[src/include/mscf_map.svh]
// Notes on behaviour
// - every enabled channel gets its own message in each output string
// - first variant replaces the start-of-text byte with a channel byte
// - first variant channel byte is 01 to 04 for scales, 05 for sum
// - weight is six ascii digits, no sign or point, leading zeros blanked
// - tare is six ascii digits with no sign and no decimal point
// - each message has a carriage return after the tare field, followed by the checksum byte when enabled
// - optional checksum is two's complement of low 7 bits of byte sum
// - checksum only offered on serial ports one to four
// - second variant always leads every message with start-of-text
// - second variant puts channel 1..5 in status_byte_third bits 2:0
// - status_byte_first: point position, build code, bit 5 one, bit 6 zero
// - status_byte_second: net, sign, motion, kg, power-up, bit 5 one
// - status_byte_second bit 2 set when over capacity or under zero
// - status_byte_third: print request bit 3, expand bit 4, bit 5 one
`ifndef MSCF_MAP_SVH
`define MSCF_MAP_SVH
`define MSCF_NUM_CH 5
`define MSCF_CH_W 3
`define MSCF_MSG_LEN 18
`define MSCF_IDX_W 5
`define MSCF_IDX_LEAD 5'h00
`define MSCF_IDX_STAT_FIRST 5'h01
`define MSCF_IDX_STAT_SECOND 5'h02
`define MSCF_IDX_STAT_THIRD 5'h03
`define MSCF_IDX_WT0 5'h04
`define MSCF_IDX_TR0 5'h0A
`define MSCF_IDX_CR 5'h10
`define MSCF_IDX_CKS 5'h11
`define MSCF_BYTE_STX 8'h02
`define MSCF_BYTE_CR 8'h0D
`define MSCF_BYTE_SPACE 8'h20
`define MSCF_BYTE_ZERO 8'h30
`define MSCF_CKS_MASK 7'h7F
`define MSCF_DIGITS 6
`endif

[src/include/mscf_pkg.sv]
package mscf_pkg;
  // per-channel weighing state as presented by the terminal
  typedef struct packed {
    logic [23:0] weight_bcd;
    logic [23:0] tare_bcd;
    logic [2:0] point_pos;
    logic [1:0] build_code;
    logic net_mode;
    logic negative;
    logic over_cap;
    logic under_zero;
    logic motion;
    logic kg_units;
    logic power_up;
    logic print_req;
    logic expand_x10;
  } mscf_scale_t;

  typedef enum logic {
    MSCF_VARIANT_ONE = 1'b0,
    MSCF_VARIANT_TWO = 1'b1
  } mscf_variant_t;

  typedef enum logic [2:0] {
    MSCF_S_IDLE = 3'b001,
    MSCF_S_LOAD = 3'b010,
    MSCF_S_SEND = 3'b100
  } mscf_state_t;
endpackage

[src/core/mscf_ascii6.sv]
`timescale 1ns/10ps
`include "mscf_map.svh"
// turns six bcd digits into ascii, optionally blanking leading zeros
module mscf_ascii6 (
  input wire logic [23:0] bcd,
  input wire logic blank_lead,
  output logic [47:0] ascii
);
  // walk from the most significant digit; the last digit is never blanked
  always_comb begin
    logic leading;
    leading = blank_lead;
    ascii = 48'h0;
    for (int i = `MSCF_DIGITS - 1; i >= 0; i--) begin
      if (leading && (bcd[i*4 +: 4] == 4'h0) && (i != 0)) begin
        ascii[i*8 +: 8] = `MSCF_BYTE_SPACE;
      end else begin
        leading = 1'b0;
        ascii[i*8 +: 8] = `MSCF_BYTE_ZERO | {4'h0, bcd[i*4 +: 4]};
      end
    end
  end
endmodule

[src/core/mscf_framer.sv]
`timescale 1ns/10ps
`include "mscf_map.svh"
module mscf_framer
  import mscf_pkg::*;
(
  input wire logic clock,
  input wire logic rstn,
  input wire logic out_enable,
  input wire mscf_variant_t variant,
  input wire logic [`MSCF_NUM_CH-1:0] chan_enable,
  input wire logic checksum_en,
  input wire logic serial_ports_one_to_four,
  input wire mscf_scale_t [`MSCF_NUM_CH-1:0] scale_in,
  input wire logic tx_ready,
  output logic [7:0] tx_data,
  output logic tx_valid,
  output logic [`MSCF_CH_W-1:0] tx_chan,
  output logic busy
);
  // next enabled channel at or after start; msb flags that one was found
  function automatic logic [`MSCF_CH_W:0] find_chan(input logic [`MSCF_NUM_CH-1:0] mask,
                                                    input logic [`MSCF_CH_W:0] start);
    logic [`MSCF_CH_W:0] res;
    res = '0;
    for (int i = `MSCF_NUM_CH - 1; i >= 0; i--) begin
      if (mask[i] && (i >= int'(start))) begin
        res = {1'b1, 3'(i)};
      end
    end
    return res;
  endfunction

  mscf_state_t state_reg, state_next;
  logic [`MSCF_IDX_W-1:0] idx_reg, idx_next;
  logic [`MSCF_CH_W-1:0] chan_reg, chan_next;
  mscf_scale_t snap_reg, snap_next;
  mscf_variant_t var_reg, var_next;
  logic cks_reg, cks_next;
  logic [6:0] sum_reg, sum_next;
  logic [7:0] tx_data_reg, tx_data_next;
  logic tx_valid_reg, tx_valid_next;
  logic busy_reg, busy_next;
  logic [47:0] wt_ascii;
  logic [47:0] tr_ascii;
  logic [7:0] cur_byte;
  logic [7:0] chan_code;
  logic [`MSCF_IDX_W-1:0] last_idx;
  logic [`MSCF_CH_W:0] first_hit;
  logic [`MSCF_CH_W:0] after_hit;

  // weight blanks leading zeros, tare keeps them
  mscf_ascii6 u_weight (
    .bcd(snap_reg.weight_bcd),
    .blank_lead(1'b1),
    .ascii(wt_ascii)
  );
  mscf_ascii6 u_tare (
    .bcd(snap_reg.tare_bcd),
    .blank_lead(1'b0),
    .ascii(tr_ascii)
  );

  // byte of the current message selected by the index
  always_comb begin
    chan_code = {5'h00, chan_reg + 3'h1};
    last_idx = cks_reg ? `MSCF_IDX_CKS : `MSCF_IDX_CR;
    first_hit = find_chan(chan_enable, 4'h0);
    after_hit = find_chan(chan_enable, {1'b0, chan_reg} + 4'h1);
    cur_byte = 8'h00;
    if (idx_reg == `MSCF_IDX_LEAD) begin
      cur_byte = (var_reg == MSCF_VARIANT_ONE) ? chan_code : `MSCF_BYTE_STX;
    end else if (idx_reg == `MSCF_IDX_STAT_FIRST) begin
      cur_byte = {3'b001, snap_reg.build_code, snap_reg.point_pos};
    end else if (idx_reg == `MSCF_IDX_STAT_SECOND) begin
      cur_byte = {1'b0, snap_reg.power_up, 1'b1, snap_reg.kg_units, snap_reg.motion,
                  snap_reg.over_cap | snap_reg.under_zero,
                  snap_reg.negative, snap_reg.net_mode};
    end else if (idx_reg == `MSCF_IDX_STAT_THIRD) begin
      cur_byte = {3'b001, snap_reg.expand_x10, snap_reg.print_req,
                  (var_reg == MSCF_VARIANT_TWO) ? chan_code[2:0] : 3'h0};
    end else if (idx_reg < `MSCF_IDX_TR0) begin
      cur_byte = wt_ascii[8*(5 - (idx_reg - `MSCF_IDX_WT0)) +: 8];
    end else if (idx_reg < `MSCF_IDX_CR) begin
      cur_byte = tr_ascii[8*(5 - (idx_reg - `MSCF_IDX_TR0)) +: 8];
    end else if (idx_reg == `MSCF_IDX_CR) begin
      cur_byte = `MSCF_BYTE_CR;
    end else begin
      cur_byte = {1'b0, (~sum_reg + 7'h01) & `MSCF_CKS_MASK};
    end
  end

  // sequencing: one message per enabled channel, ascending, then wrap
  always_comb begin
    state_next = state_reg;
    idx_next = idx_reg;
    chan_next = chan_reg;
    snap_next = snap_reg;
    var_next = var_reg;
    cks_next = cks_reg;
    sum_next = sum_reg;
    tx_data_next = tx_data_reg;
    tx_valid_next = tx_valid_reg;
    busy_next = busy_reg;
    unique case (state_reg)
      MSCF_S_IDLE: begin
        busy_next = 1'b0;
        if (out_enable && first_hit[`MSCF_CH_W]) begin
          chan_next = first_hit[`MSCF_CH_W-1:0];
          state_next = MSCF_S_LOAD;
          busy_next = 1'b1;
        end
      end
      MSCF_S_LOAD: begin
        // snapshot so a message never mixes two samples
        snap_next = scale_in[chan_reg];
        var_next = variant;
        cks_next = checksum_en & serial_ports_one_to_four;
        idx_next = `MSCF_IDX_LEAD;
        sum_next = 7'h00;
        state_next = MSCF_S_SEND;
      end
      MSCF_S_SEND: begin
        if (!tx_valid_reg) begin
          tx_data_next = cur_byte;
          tx_valid_next = 1'b1;
        end else if (tx_ready) begin
          tx_valid_next = 1'b0;
          sum_next = sum_reg + tx_data_reg[6:0];
          if (idx_reg != last_idx) begin
            idx_next = idx_reg + 5'h01;
          end else if (!out_enable) begin
            state_next = MSCF_S_IDLE; // string stops at a message boundary
          end else if (after_hit[`MSCF_CH_W]) begin
            chan_next = after_hit[`MSCF_CH_W-1:0];
            state_next = MSCF_S_LOAD;
          end else if (first_hit[`MSCF_CH_W]) begin
            chan_next = first_hit[`MSCF_CH_W-1:0];
            state_next = MSCF_S_LOAD;
          end else begin
            state_next = MSCF_S_IDLE;
          end
        end
      end
      default: begin
        state_next = MSCF_S_IDLE;
        tx_valid_next = 1'b0;
      end
    endcase
  end

  // registers of the framer
  always_ff @(posedge clock or negedge rstn) begin
    if (!rstn) begin
      state_reg <= MSCF_S_IDLE;
      idx_reg <= '0;
      chan_reg <= '0;
      snap_reg <= '0;
      var_reg <= MSCF_VARIANT_ONE;
      cks_reg <= 1'b0;
      sum_reg <= 7'h00;
      tx_data_reg <= 8'h00;
      tx_valid_reg <= 1'b0;
      busy_reg <= 1'b0;
    end else begin
      state_reg <= state_next;
      idx_reg <= idx_next;
      chan_reg <= chan_next;
      snap_reg <= snap_next;
      var_reg <= var_next;
      cks_reg <= cks_next;
      sum_reg <= sum_next;
      tx_data_reg <= tx_data_next;
      tx_valid_reg <= tx_valid_next;
      busy_reg <= busy_next;
    end
  end

  assign tx_data = tx_data_reg;
  assign tx_valid = tx_valid_reg;
  assign tx_chan = chan_reg;
  assign busy = busy_reg;
endmodule

[config.mk]
export PLATFORM = sky130hd
export DESIGN_NAME = mscf_framer
export DESIGN_NICKNAME = d
export VERILOG_FILES = /design/src/include/mscf_pkg.sv /design/src/core/mscf_ascii6.sv /design/src/core/mscf_framer.sv
export VERILOG_INCLUDE_DIRS = /design/src /design/src/include
export SDC_FILE = /design/constraint.sdc
export NUM_CORES = 1
export LEC_CHECK = 0
export BUFFER_PORTS_ARGS = -buffer_cell sky130_fd_sc_hd__buf_2
export CORE_MARGIN = 10
export CORE_UTILIZATION = 38
export CTS_BUF_LIST = sky130_fd_sc_hd__clkbuf_8
export DETAILED_ROUTE_END_ITERATION = 16
export PLACE_DENSITY = 0.67
export SYNTH_ARGS = -nofsm -noshare
export SYNTH_HDL_FRONTEND = slang
export SYNTH_SLANG_ARGS = --single-unit
[constraint.sdc]
create_clock -name clock -period 6.6 [get_ports clock]
set_clock_uncertainty 0.05 [all_clocks]
set_input_delay 0.66 -clock clock [delete_from_list [all_inputs] [get_ports clock]]
set_output_delay 0.66 -clock clock [all_outputs]
set_load 0.1 [all_outputs]
==> results of run 1 <==
## layer usage
layer / part of all wire [%] / wire length, um / vias up
met5: 0 / 0 / -
met4: 2.0 / 508 / 0
met3: 6.2 / 1600 / 33
met2: 52 / 13400 / 252
met1: 40 / 10400 / 3390
li1: - / - / 3297
## area by class of cell
type                    count  area [um^2]  share of cell area [%]
diodes                      1         2.50                  0.0274
clock buffers               9          124                    1.36
clock inverters             7         93.8                    1.03
inverters                  18         67.6                   0.739
multi-input cells         531         4540                    49.7
flip-flops and latches     91         2280                    25.0
well taps                 234          293                    3.20
repair buffers            342         1740                    19.0
## through the flow
step                power (uW)  instance area [um^2]
floorplan                 2850                  7150
global placement          3360                  8920
detailed placement        3390                  8920
CTS                       3820                  9140
global route              4130                  9140
finish                    3800                  9140
## critical path, cell delays in order (launching register included)
cell	delay (ns)
dfrtp_1	0.82
inv_1	0.34
ha_1	0.67
nor2b_1	0.66
a221oi_1	0.20
o22ai_1	0.32
a2111oi_4	0.13
a211oi_2	0.15
## power by group
group          switching [uW]  internal, uW  total [uW]
combinational            1280           971        2250
clock                     203           213         417
sequential                313           822        1140
## path summary, 6_finish.rpt
path | start | cells past startpoint | to | slack [ns]
setup / recovery | idx_reg[1] | 7 | tx_data[0] | 3.16
hold / removal | rstn | 1 | sum_reg[5] | 0.23
setup reg to reg | idx_reg[1] | 7 | tx_data[0] | 3.16
hold reg to reg | snap_reg[35] | 2 | snap_reg[35] | 0.46
max in group asynchronous | rstn | 2 | snap_reg[38] | 5.26
min in group clock | snap_reg[35] | 2 | snap_reg[35] | 0.46
## placed cells by master, fill, tap and decap left out, types with 4 or more instances in the layout
cell type	count
o21ai_0	23
a221oi_1	67
o22ai_1	4
a21oi_1	21
nand2b_1	6
a21o_1	7
nor2b_1	9
nor4_1	8
o211ai_1	4
inv_1	18
nor3_1	7
xor2_1	8
xnor2_1	5
nor2_1	145
clkbuf_8	9
a211oi_1	4
buf_4	10
mux2_1	5
o31ai_1	4
nand2_1	25
buf_2	332
a22oi_1	4
a31oi_1	4
ha_1	23
nand3_1	14
mux4_2	68
dfrtp_1	88
nor3b_1	4
## kinds of logic after synthesis
family / Yosys count / synth area share, %
AO/OA/AOI/OAI: 176 / 19.1
XOR/XNOR: 14 / 1.82
adder cells (fa/ha/maj): 24 / 4.30
buffers and inverters: 79 / 4.81
flip-flops: 91 / 31.9
multiplexers: 77 / 22.8
other: 1 / 0.0524
AND/OR/NAND/NOR: 239 / 15.3
==> impl_metrics.env, run 1 <==
export IMPL_min_period_ns=3.44
export IMPL_synth_edf_count=0
export IMPL_grt_pass1_wl_um=41100
export IMPL_nFillCells=1750
export IMPL_top_usage_layer="met2"
export IMPL_maxCapViolCount=0
export IMPL_cts_clk_slew_worst_paths_ns=0.09
export IMPL_worst_pin_slew_ns=1.01
export IMPL_status="completed"
export IMPL_clk_root_buffer_cell="clkbuf_8"
export IMPL_cts_buffers=9
export IMPL_synth_top_area_cell="dfrtp_1"
export IMPL_syn2layout_area_growth_pct=27.8
export IMPL_insertion_delay_ns=0.38
export IMPL_grt_util_met1_pct=25.4
export IMPL_setup_viol=0
export IMPL_finalSetupTns_ns=0
export IMPL_synth_flop_cell="dfrtp_1"
export IMPL_io_buffer_count=333
export IMPL_synth_most_common_cell="nor2_1"
export IMPL_yosys_top_cells_area="dfrtp_1 31%, mux4_2 21%, a221oi_1 8.2%, nor2_1 7.6%, ha_1 4.0%"
export IMPL_synth_seq_area_share_pct=31.9
export IMPL_placed_cells=1216
export IMPL_cts_tree="built"
export IMPL_drive_above_1_share_pct=44.8
export IMPL_dr_total_vias=6972
export IMPL_syn_area_per_cell_um2=10.2
export IMPL_ys_warn_count=0
export IMPL_fin_ws_ns=3.16
export IMPL_grt_use_met2_pct=35.8
export IMPL_die_area_um2=24700
export IMPL_die_w_um=157
export IMPL_async_flop_share_pct=100
export IMPL_synth_cell_types=72
export IMPL_overflow=0
export IMPL_gr_usage_met3_pct=5.51
export IMPL_fin_cells=1233
export IMPL_core_area_um2=18600
export IMPL_min_path_type="input pin to asynchronous set/reset pin"
export IMPL_power_leakage_uw=0.00406
export IMPL_drcViolationCount=0
export IMPL_start_util_pct=38.5
export IMPL_largest_register_ff_count=62
export IMPL_slew_headroom_pct=32.5
export IMPL_grt_pass1_vias=7659
export IMPL_cts_hold_buf=0
export IMPL_synth_cells=701
export IMPL_routed_wl_um=25900
export IMPL_hold_viol=0
export IMPL_grt_max_degree=71
export IMPL_globalplace_congestion=0.919
export IMPL_cp_end_kind="register"
export IMPL_critPathMaxFanout=22
export IMPL_pwr_density_cell_nw_per_um2=416
export IMPL_io_pins=335
export IMPL_antenna_found_initial=1
export IMPL_finalCritPeriodShare_pct=52.1
export IMPL_num_nets_final=1339
export IMPL_path_class="register to register"
export IMPL_htreeDepth=3
export IMPL_ant_nets=0
export IMPL_die_y_um=157
export IMPL_peakVddDrop_v=0.000168
export IMPL_arrival_ns=3.68
export IMPL_synth_top_area_share_pct=31.5
export IMPL_clock_path_buffers=2
export IMPL_netlist_area_um2=7150
export IMPL_pre_cts_ws_ns=3.24
export IMPL_grt_usage_pct=20.8
export IMPL_cts_sinks=91
export IMPL_ys_top_cells_by_count="145 x nor2_1, 90 x dfrtp_1, 68 x mux4_2"
export IMPL_routed_via_density=5.65
export IMPL_whs_ns=0.230
export IMPL_place_hpwl_um=21000
export IMPL_synth_fp_nets=1047
export IMPL_wl_per_cell_um=21.0
export IMPL_row_count=50
export IMPL_cts_resized=0
export IMPL_rsz0062_at_grt="false"
export IMPL_cp_required_ns=6.84
export IMPL_ys_ff_latch=91
export IMPL_crit_path_start_kind="register"
export IMPL_fmax_mhz=291
export IMPL_final_util_pct=49.2
export IMPL_post_cts_setup_buffer_count=0
export IMPL_firstDrtPassIters=5
export IMPL_report_final_slew_viol_count=0
export IMPL_drtIter0Drc=434
Note: power is estimated with default switching activity, not from simulation.
==> run 2: changes to the inputs <==
==> constraint.sdc (replaced) <==
create_clock -name clock -period 3.6 [get_ports clock]
set_clock_uncertainty 0.05 [all_clocks]
set_input_delay 0.36 -clock clock [delete_from_list [all_inputs] [get_ports clock]]
set_output_delay 0.36 -clock clock [all_outputs]
set_load 0.1 [all_outputs]
==> impl_metrics.env, run 2 (synthesized netlist as in run 1, its figures left out) <==
export IMPL_status="completed"
export IMPL_cts_tree="built"
export IMPL_cp_end_kind="register"
export IMPL_syn2layout_area_growth_pct=27.9
export IMPL_multiInputGateArea_um2=4540
export IMPL_pwr_density_cell_nw_per_um2=757
export IMPL_switching_share_pct=48.1
export IMPL_cp_required_ns=3.85
export IMPL_seqPwrFrac_pct=30.1
export IMPL_overflow=0
export IMPL_cts_sinks=91
export IMPL_path_cells="buf_4 > inv_1 > ha_1 > nor2b_1 > a221oi_1 > o22ai_1 > a2111oi_4 > a211oi_2"
export IMPL_io_pins=335
export IMPL_routed_via_density=5.70
export IMPL_row_count=50
export IMPL_routed_wl_um=25700
export IMPL_largest_register_ff_count=62
export IMPL_hold_viol=0
export IMPL_place_area_um2=8960
export IMPL_p_sw_uw=3330
export IMPL_post_cts_setup_buffer_count=0
export IMPL_slew_headroom_pct=30.7
export IMPL_critPathMaxFanout=22
export IMPL_finalCritPeriodShare_pct=81.1
export IMPL_whs_ns=0.106
export IMPL_min_period_ns=2.92
export IMPL_min_path_type="input pin to asynchronous set/reset pin"
export IMPL_htreeDepth=3
export IMPL_pre_cts_ws_ns=0.713
export IMPL_dr_total_vias=7029
export IMPL_nFillCells=1759
export IMPL_final_cell_mix="332 x buf_2, 145 x nor2_1, 88 x dfrtp_1, 68 x mux4_2, 67 x a221oi_1"
export IMPL_io_buffer_count=333
export IMPL_peakVddDrop_v=0.000315
export IMPL_drtIter0Drc=452
export IMPL_grt_max_degree=82
export IMPL_worst_pin_slew_ns=1.04
export IMPL_fin_ws_ns=0.682
export IMPL_arrival_ns=3.17
export IMPL_die_w_um=157
export IMPL_firstDrtPassIters=5
export IMPL_setup_viol=0
export IMPL_maxCapViolCount=0
export IMPL_core_area_um2=18600
export IMPL_pwr_share_clk_pct=9.7
export IMPL_design_area_um2=9150
export IMPL_die_y_um=157
export IMPL_place_hpwl_um=21000
export IMPL_final_common_cell="buf_2"
export IMPL_internal_power_uw=3590
export IMPL_start_util_pct=38.5
export IMPL_cts_clk_slew_worst_paths_ns=0.10
export IMPL_antenna_found_initial=0
export IMPL_clock_path_buffers=2
export IMPL_cts_resized=0
export IMPL_drive_above_1_share_pct=45.1
export IMPL_globalplace_congestion=0.940
export IMPL_crit_slowest_cell="ha_1"
export IMPL_clk_root_buffer_cell="clkbuf_8"
export IMPL_critPathMaxStageDelay_ns=0.63
export IMPL_ant_nets=0
export IMPL_cts_buffers=9
export IMPL_die_area_um2=24700
export IMPL_fin_cells=1234
export IMPL_crit_path_start_kind="register"
export IMPL_grt_pass1_wl_um=40100
export IMPL_insertion_delay_ns=0.38
export IMPL_register_area_um2=2280
export IMPL_n_antenna_cell=0
export IMPL_grt_pass1_vias=7575
export IMPL_placed_cells=1218
export IMPL_p_comb_share_pct=60.2
export IMPL_grt_usage_pct=20.2
export IMPL_finalSetupTns_ns=0
export IMPL_num_nets_final=1341
export IMPL_report_final_slew_viol_count=0
export IMPL_cts_hold_buf=0
export IMPL_fmax_mhz=343
export IMPL_path_class="register to register"
export IMPL_drcViolationCount=0
export IMPL_wl_per_cell_um=20.8
export IMPL_rsz0062_at_grt="false"
export IMPL_power_leakage_uw=0.00406
[run 2: area by class of cell]
cell class | instances | area share [%]
clock inverters | 7 | 0.670
inverters | 18 | 0.739
multi-input cells | 531 | 49.6
repair buffers | 344 | 19.4
clock buffers | 9 | 1.35
well taps | 234 | 3.20
flip-flops and latches | 91 | 25.0
[run 2: through the flow]
stage / utilization (%) / power [uW]
6_report: 49.2 / 6920
4_1_cts: 49.2 / 6940
3_3_place_gp: 48.2 / 6200
3_5_place_dp: 48.2 / 6250
2_1_floorplan: - / 5230
5_1_grt: 49.2 / 7490
[run 2: final timing paths]
kind / from / slack [ns] / endpoint / cells after the start
worst max-delay path: idx_reg[1] / 0.68 / tx_data[0] / 8
worst min-delay path: rstn / 0.11 / snap_reg[5] / 1
worst max register to register: idx_reg[1] / 0.68 / tx_data[0] / 8
worst min register to register: snap_reg[26] / 0.46 / snap_reg[26] / 2
max in group asynchronous: rstn / 2.60 / snap_reg[42] / 2
min in group clock: variant / 0.17 / var_reg / 3
[run 2: power groups by stage]
stage               combinational [uW]  sequential [uW]  clock [uW]
floorplan                         3040             2180           0
CTS                               4160             2090         689
global route                      4580             2170         731
detailed placement                4140             2110           0
global placement                  4090             2100           0
finish                            4160             2090         671
[run 2: worst max-delay path, delay by kind of cell, from the launching register on]
kind / cells / cell delay [ns]
AO/OA/AOI/OAI: 4 / 0.77
adder cells (fa/ha/maj): 1 / 0.63
buffers and inverters: 2 / 0.47
flip-flops: 1 / 0.33
AND/OR/NAND/NOR: 1 / 0.62
[run 2: per-layer routing]
metal | vias to the layer above | track usage, % | part of all wire, %
met5 | - | 0 | 0
met4 | 0 | 3.96 | 1.4
met3 | 25 | 5.32 | 6.7
met2 | 274 | 35.7 | 52
met1 | 3421 | 24.4 | 40
li1 | 3309 | - | -
==> run 3: changes to the inputs <==
--- a/config.mk
+++ b/config.mk
@@ -11,7 +11,7 @@
 export CORE_UTILIZATION = 38
 export CTS_BUF_LIST = sky130_fd_sc_hd__clkbuf_8
 export DETAILED_ROUTE_END_ITERATION = 16
-export PLACE_DENSITY = 0.67
+export PLACE_DENSITY = 0.7
 export SYNTH_ARGS = -nofsm -noshare
 export SYNTH_HDL_FRONTEND = slang
 export SYNTH_SLANG_ARGS = --single-unit
==> constraint.sdc (replaced) <==
create_clock -name clock -period 2.4 [get_ports clock]
set_clock_uncertainty 0.05 [all_clocks]
set_input_delay 0.24 -clock clock [delete_from_list [all_inputs] [get_ports clock]]
set_output_delay 0.24 -clock clock [all_outputs]
set_load 0.1 [all_outputs]
==> impl_metrics.env, run 3 (synthesized netlist as in run 1, its figures left out) <==
export IMPL_status="completed"
export IMPL_pwr_share_clk_pct=9.4
export IMPL_num_nets_final=1363
export IMPL_cp_required_ns=2.65
export IMPL_final_common_cell="buf_2"
export IMPL_post_cts_setup_buffer_count=0
export IMPL_arrival_ns=2.50
export IMPL_rsz0062_at_grt="false"
export IMPL_cts_buffers=9
export IMPL_internal_power_uw=5670
export IMPL_grt_pass1_vias=7735
export IMPL_cts_tree="built"
export IMPL_antenna_found_initial=6
export IMPL_fmax_mhz=444
export IMPL_slew_headroom_pct=42.6
export IMPL_worst_pin_slew_ns=0.858
export IMPL_seqPwrFrac_pct=28.2
export IMPL_pwr_density_cell_nw_per_um2=1160
export IMPL_setup_viol=0
export IMPL_overflow=0
export IMPL_grt_use_met2_pct=39.5
export IMPL_power_leakage_uw=0.00419
export IMPL_final_util_pct=50.6
export IMPL_cts_clk_slew_worst_paths_ns=0.10
export IMPL_largest_register_ff_count=62
export IMPL_insertion_delay_ns=0.39
export IMPL_r2r_start="idx_reg[2]"
export IMPL_htreeDepth=3
export IMPL_core_area_um2=18600
export IMPL_peakVddDrop_v=0.000665
export IMPL_start_util_pct=38.5
export IMPL_firstDrtPassIters=5
export IMPL_hold_viol=0
export IMPL_switching_share_pct=47.9
export IMPL_path_cells="inv_2 > ha_4 > nor2b_1 > buf_4 > a21oi_1 > o2111ai_1 > a221oi_1 > o22ai_1"
export IMPL_path_buf_inv=2
export IMPL_grt_usage_pct=22.5
export IMPL_die_area_um2=24700
export IMPL_finalCritPeriodShare_pct=93.9
export IMPL_path_class="register to register"
export IMPL_clk_root_buffer_cell="clkbuf_8"
export IMPL_top_usage_layer="met2"
export IMPL_grt_util_met1_pct=26.5
export IMPL_min_from="serial_ports_one_to_four"
export IMPL_syn2layout_area_growth_pct=31.5
export IMPL_gr_usage_met3_pct=5.08
export IMPL_whs_ns=0.0302
export IMPL_nFillCells=1708
export IMPL_crit_path_start_kind="register"
export IMPL_grt_pass1_wl_um=43300
export IMPL_critPathMaxStageDelay_ns=0.42
export IMPL_die_w_um=157
export IMPL_min_period_ns=2.25
export IMPL_cp_startpoint="idx_reg[2]"
export IMPL_crit_slowest_cell="dfrtp_1"
export IMPL_routed_wl_um=28400
export IMPL_wl_per_cell_um=22.5
export IMPL_ant_nets=0
export IMPL_final_cell_mix="332 x buf_2, 145 x nor2_1, 87 x dfrtp_1, 68 x mux4_2, 67 x a221oi_1"
export IMPL_place_hpwl_um=23500
export IMPL_globalplace_congestion=0.957
export IMPL_cp_end_kind="register"
export IMPL_grt_max_degree=69
export IMPL_fin_cells=1263
export IMPL_drtIter0Drc=525
export IMPL_p_sw_uw=5210
export IMPL_dr_total_vias=7351
export IMPL_p_comb_share_pct=62.3
export IMPL_row_count=50
export IMPL_path_delay_family="compound AO/OA/AOI/OAI gates"
export IMPL_cts_sinks=91
export IMPL_drive_above_1_share_pct=46.6
export IMPL_report_final_slew_viol_count=0
export IMPL_maxCapViolCount=0
export IMPL_critPathMaxFanout=14
export IMPL_clock_path_buffers=2
export IMPL_drcViolationCount=0
export IMPL_io_buffer_count=333
export IMPL_die_y_um=157
export IMPL_placed_cells=1239
export IMPL_min_path_type="input pin to register"
export IMPL_io_pins=335
export IMPL_routed_via_density=5.82
==> run 3: cell types whose count changed in the layout (fill, tap and decap cells not counted), sizes merged <==
cell	previous run	this run
inv	21	23
clkinvlp	1	0
dlygate4sd3	0	1
clkinv	3	2
diode	0	7
buf	344	365
==> run 3: worst reg2reg max path, cell delays in order, from the launching register on <==
cell,delay (ns)
dfrtp_1,0.42
inv_2,0.12
ha_4,0.39
nor2b_1,0.37
buf_4,0.22
a21oi_1,0.07
o2111ai_1,0.23
a221oi_1,0.14
o22ai_1,0.16
==> run 3: power by group through the flow <==
| stage | clock (uW) | combinational, uW | sequential, uW |
|---|---|---|---|
| finish | 1030 | 6780 | 3070 |
| global route | 1120 | 7380 | 3150 |
| CTS | 1050 | 6770 | 3050 |
| detailed placement | 0 | 6740 | 3090 |
| global placement | 0 | 6640 | 3090 |
| floorplan | 0 | 4620 | 3280 |
==> run 3: path summary, 6_finish.rpt <==
| check | to | slack [ns] | cells past startpoint |
|---|---|---|---|
| max | tx_data[2] | 0.15 | 8 |
| min | cks_reg | 0.03 | 3 |
| max reg2reg | tx_data[2] | 0.15 | 8 |
| min reg2reg | snap_reg[30] | 0.47 | 2 |
| max in group asynchronous | state_reg[0] | 1.25 | 3 |
| min in group asynchronous | snap_reg[3] | 0.32 | 2 |
==> run 3: final cells by class <==
type | instances | area (um^2) | share of cell area (%)
inverter | 18 | 67.6 | 0.718
multi-input combinational | 531 | 4550 | 48.4
antenna | 7 | 17.5 | 0.186
clock buffer | 9 | 124 | 1.32
timing repair buffer | 366 | 2010 | 21.3
tap | 234 | 293 | 3.11
clock inverter | 7 | 56.3 | 0.599
sequential | 91 | 2290 | 24.3
==> run 3: repair_timing <==
action                                  CTS  global route
hold buffers                              1             0
resized for setup                         0             1
endpoints found under the setup margin    0             3
hold endpoints to repair                 40             0
==> run 3: through the flow <==
step / setup TNS (ns) / power [uW] / setup WS, ns / cell area (um^2)
global route: 0 / 11600 / 0.0501 / 9400
CTS: 0 / 10900 / 0.0958 / 9390
detailed placement: 0 / 9830 / 0.129 / 9200
global placement: 0 / 9720 / 0.157 / 9200
floorplan: -0.0439 / 7900 / -0.0439 / 7180
finish: 0 / 10900 / 0.147 / 9410
==> run 3: metal layers <==
metal | share of wire [%] | wire length [um]
met1 | 38 | 10800
met2 | 52 | 14900
met3 | 7.0 | 1980
met4 | 2.6 | 751
met5 | 0 | 0
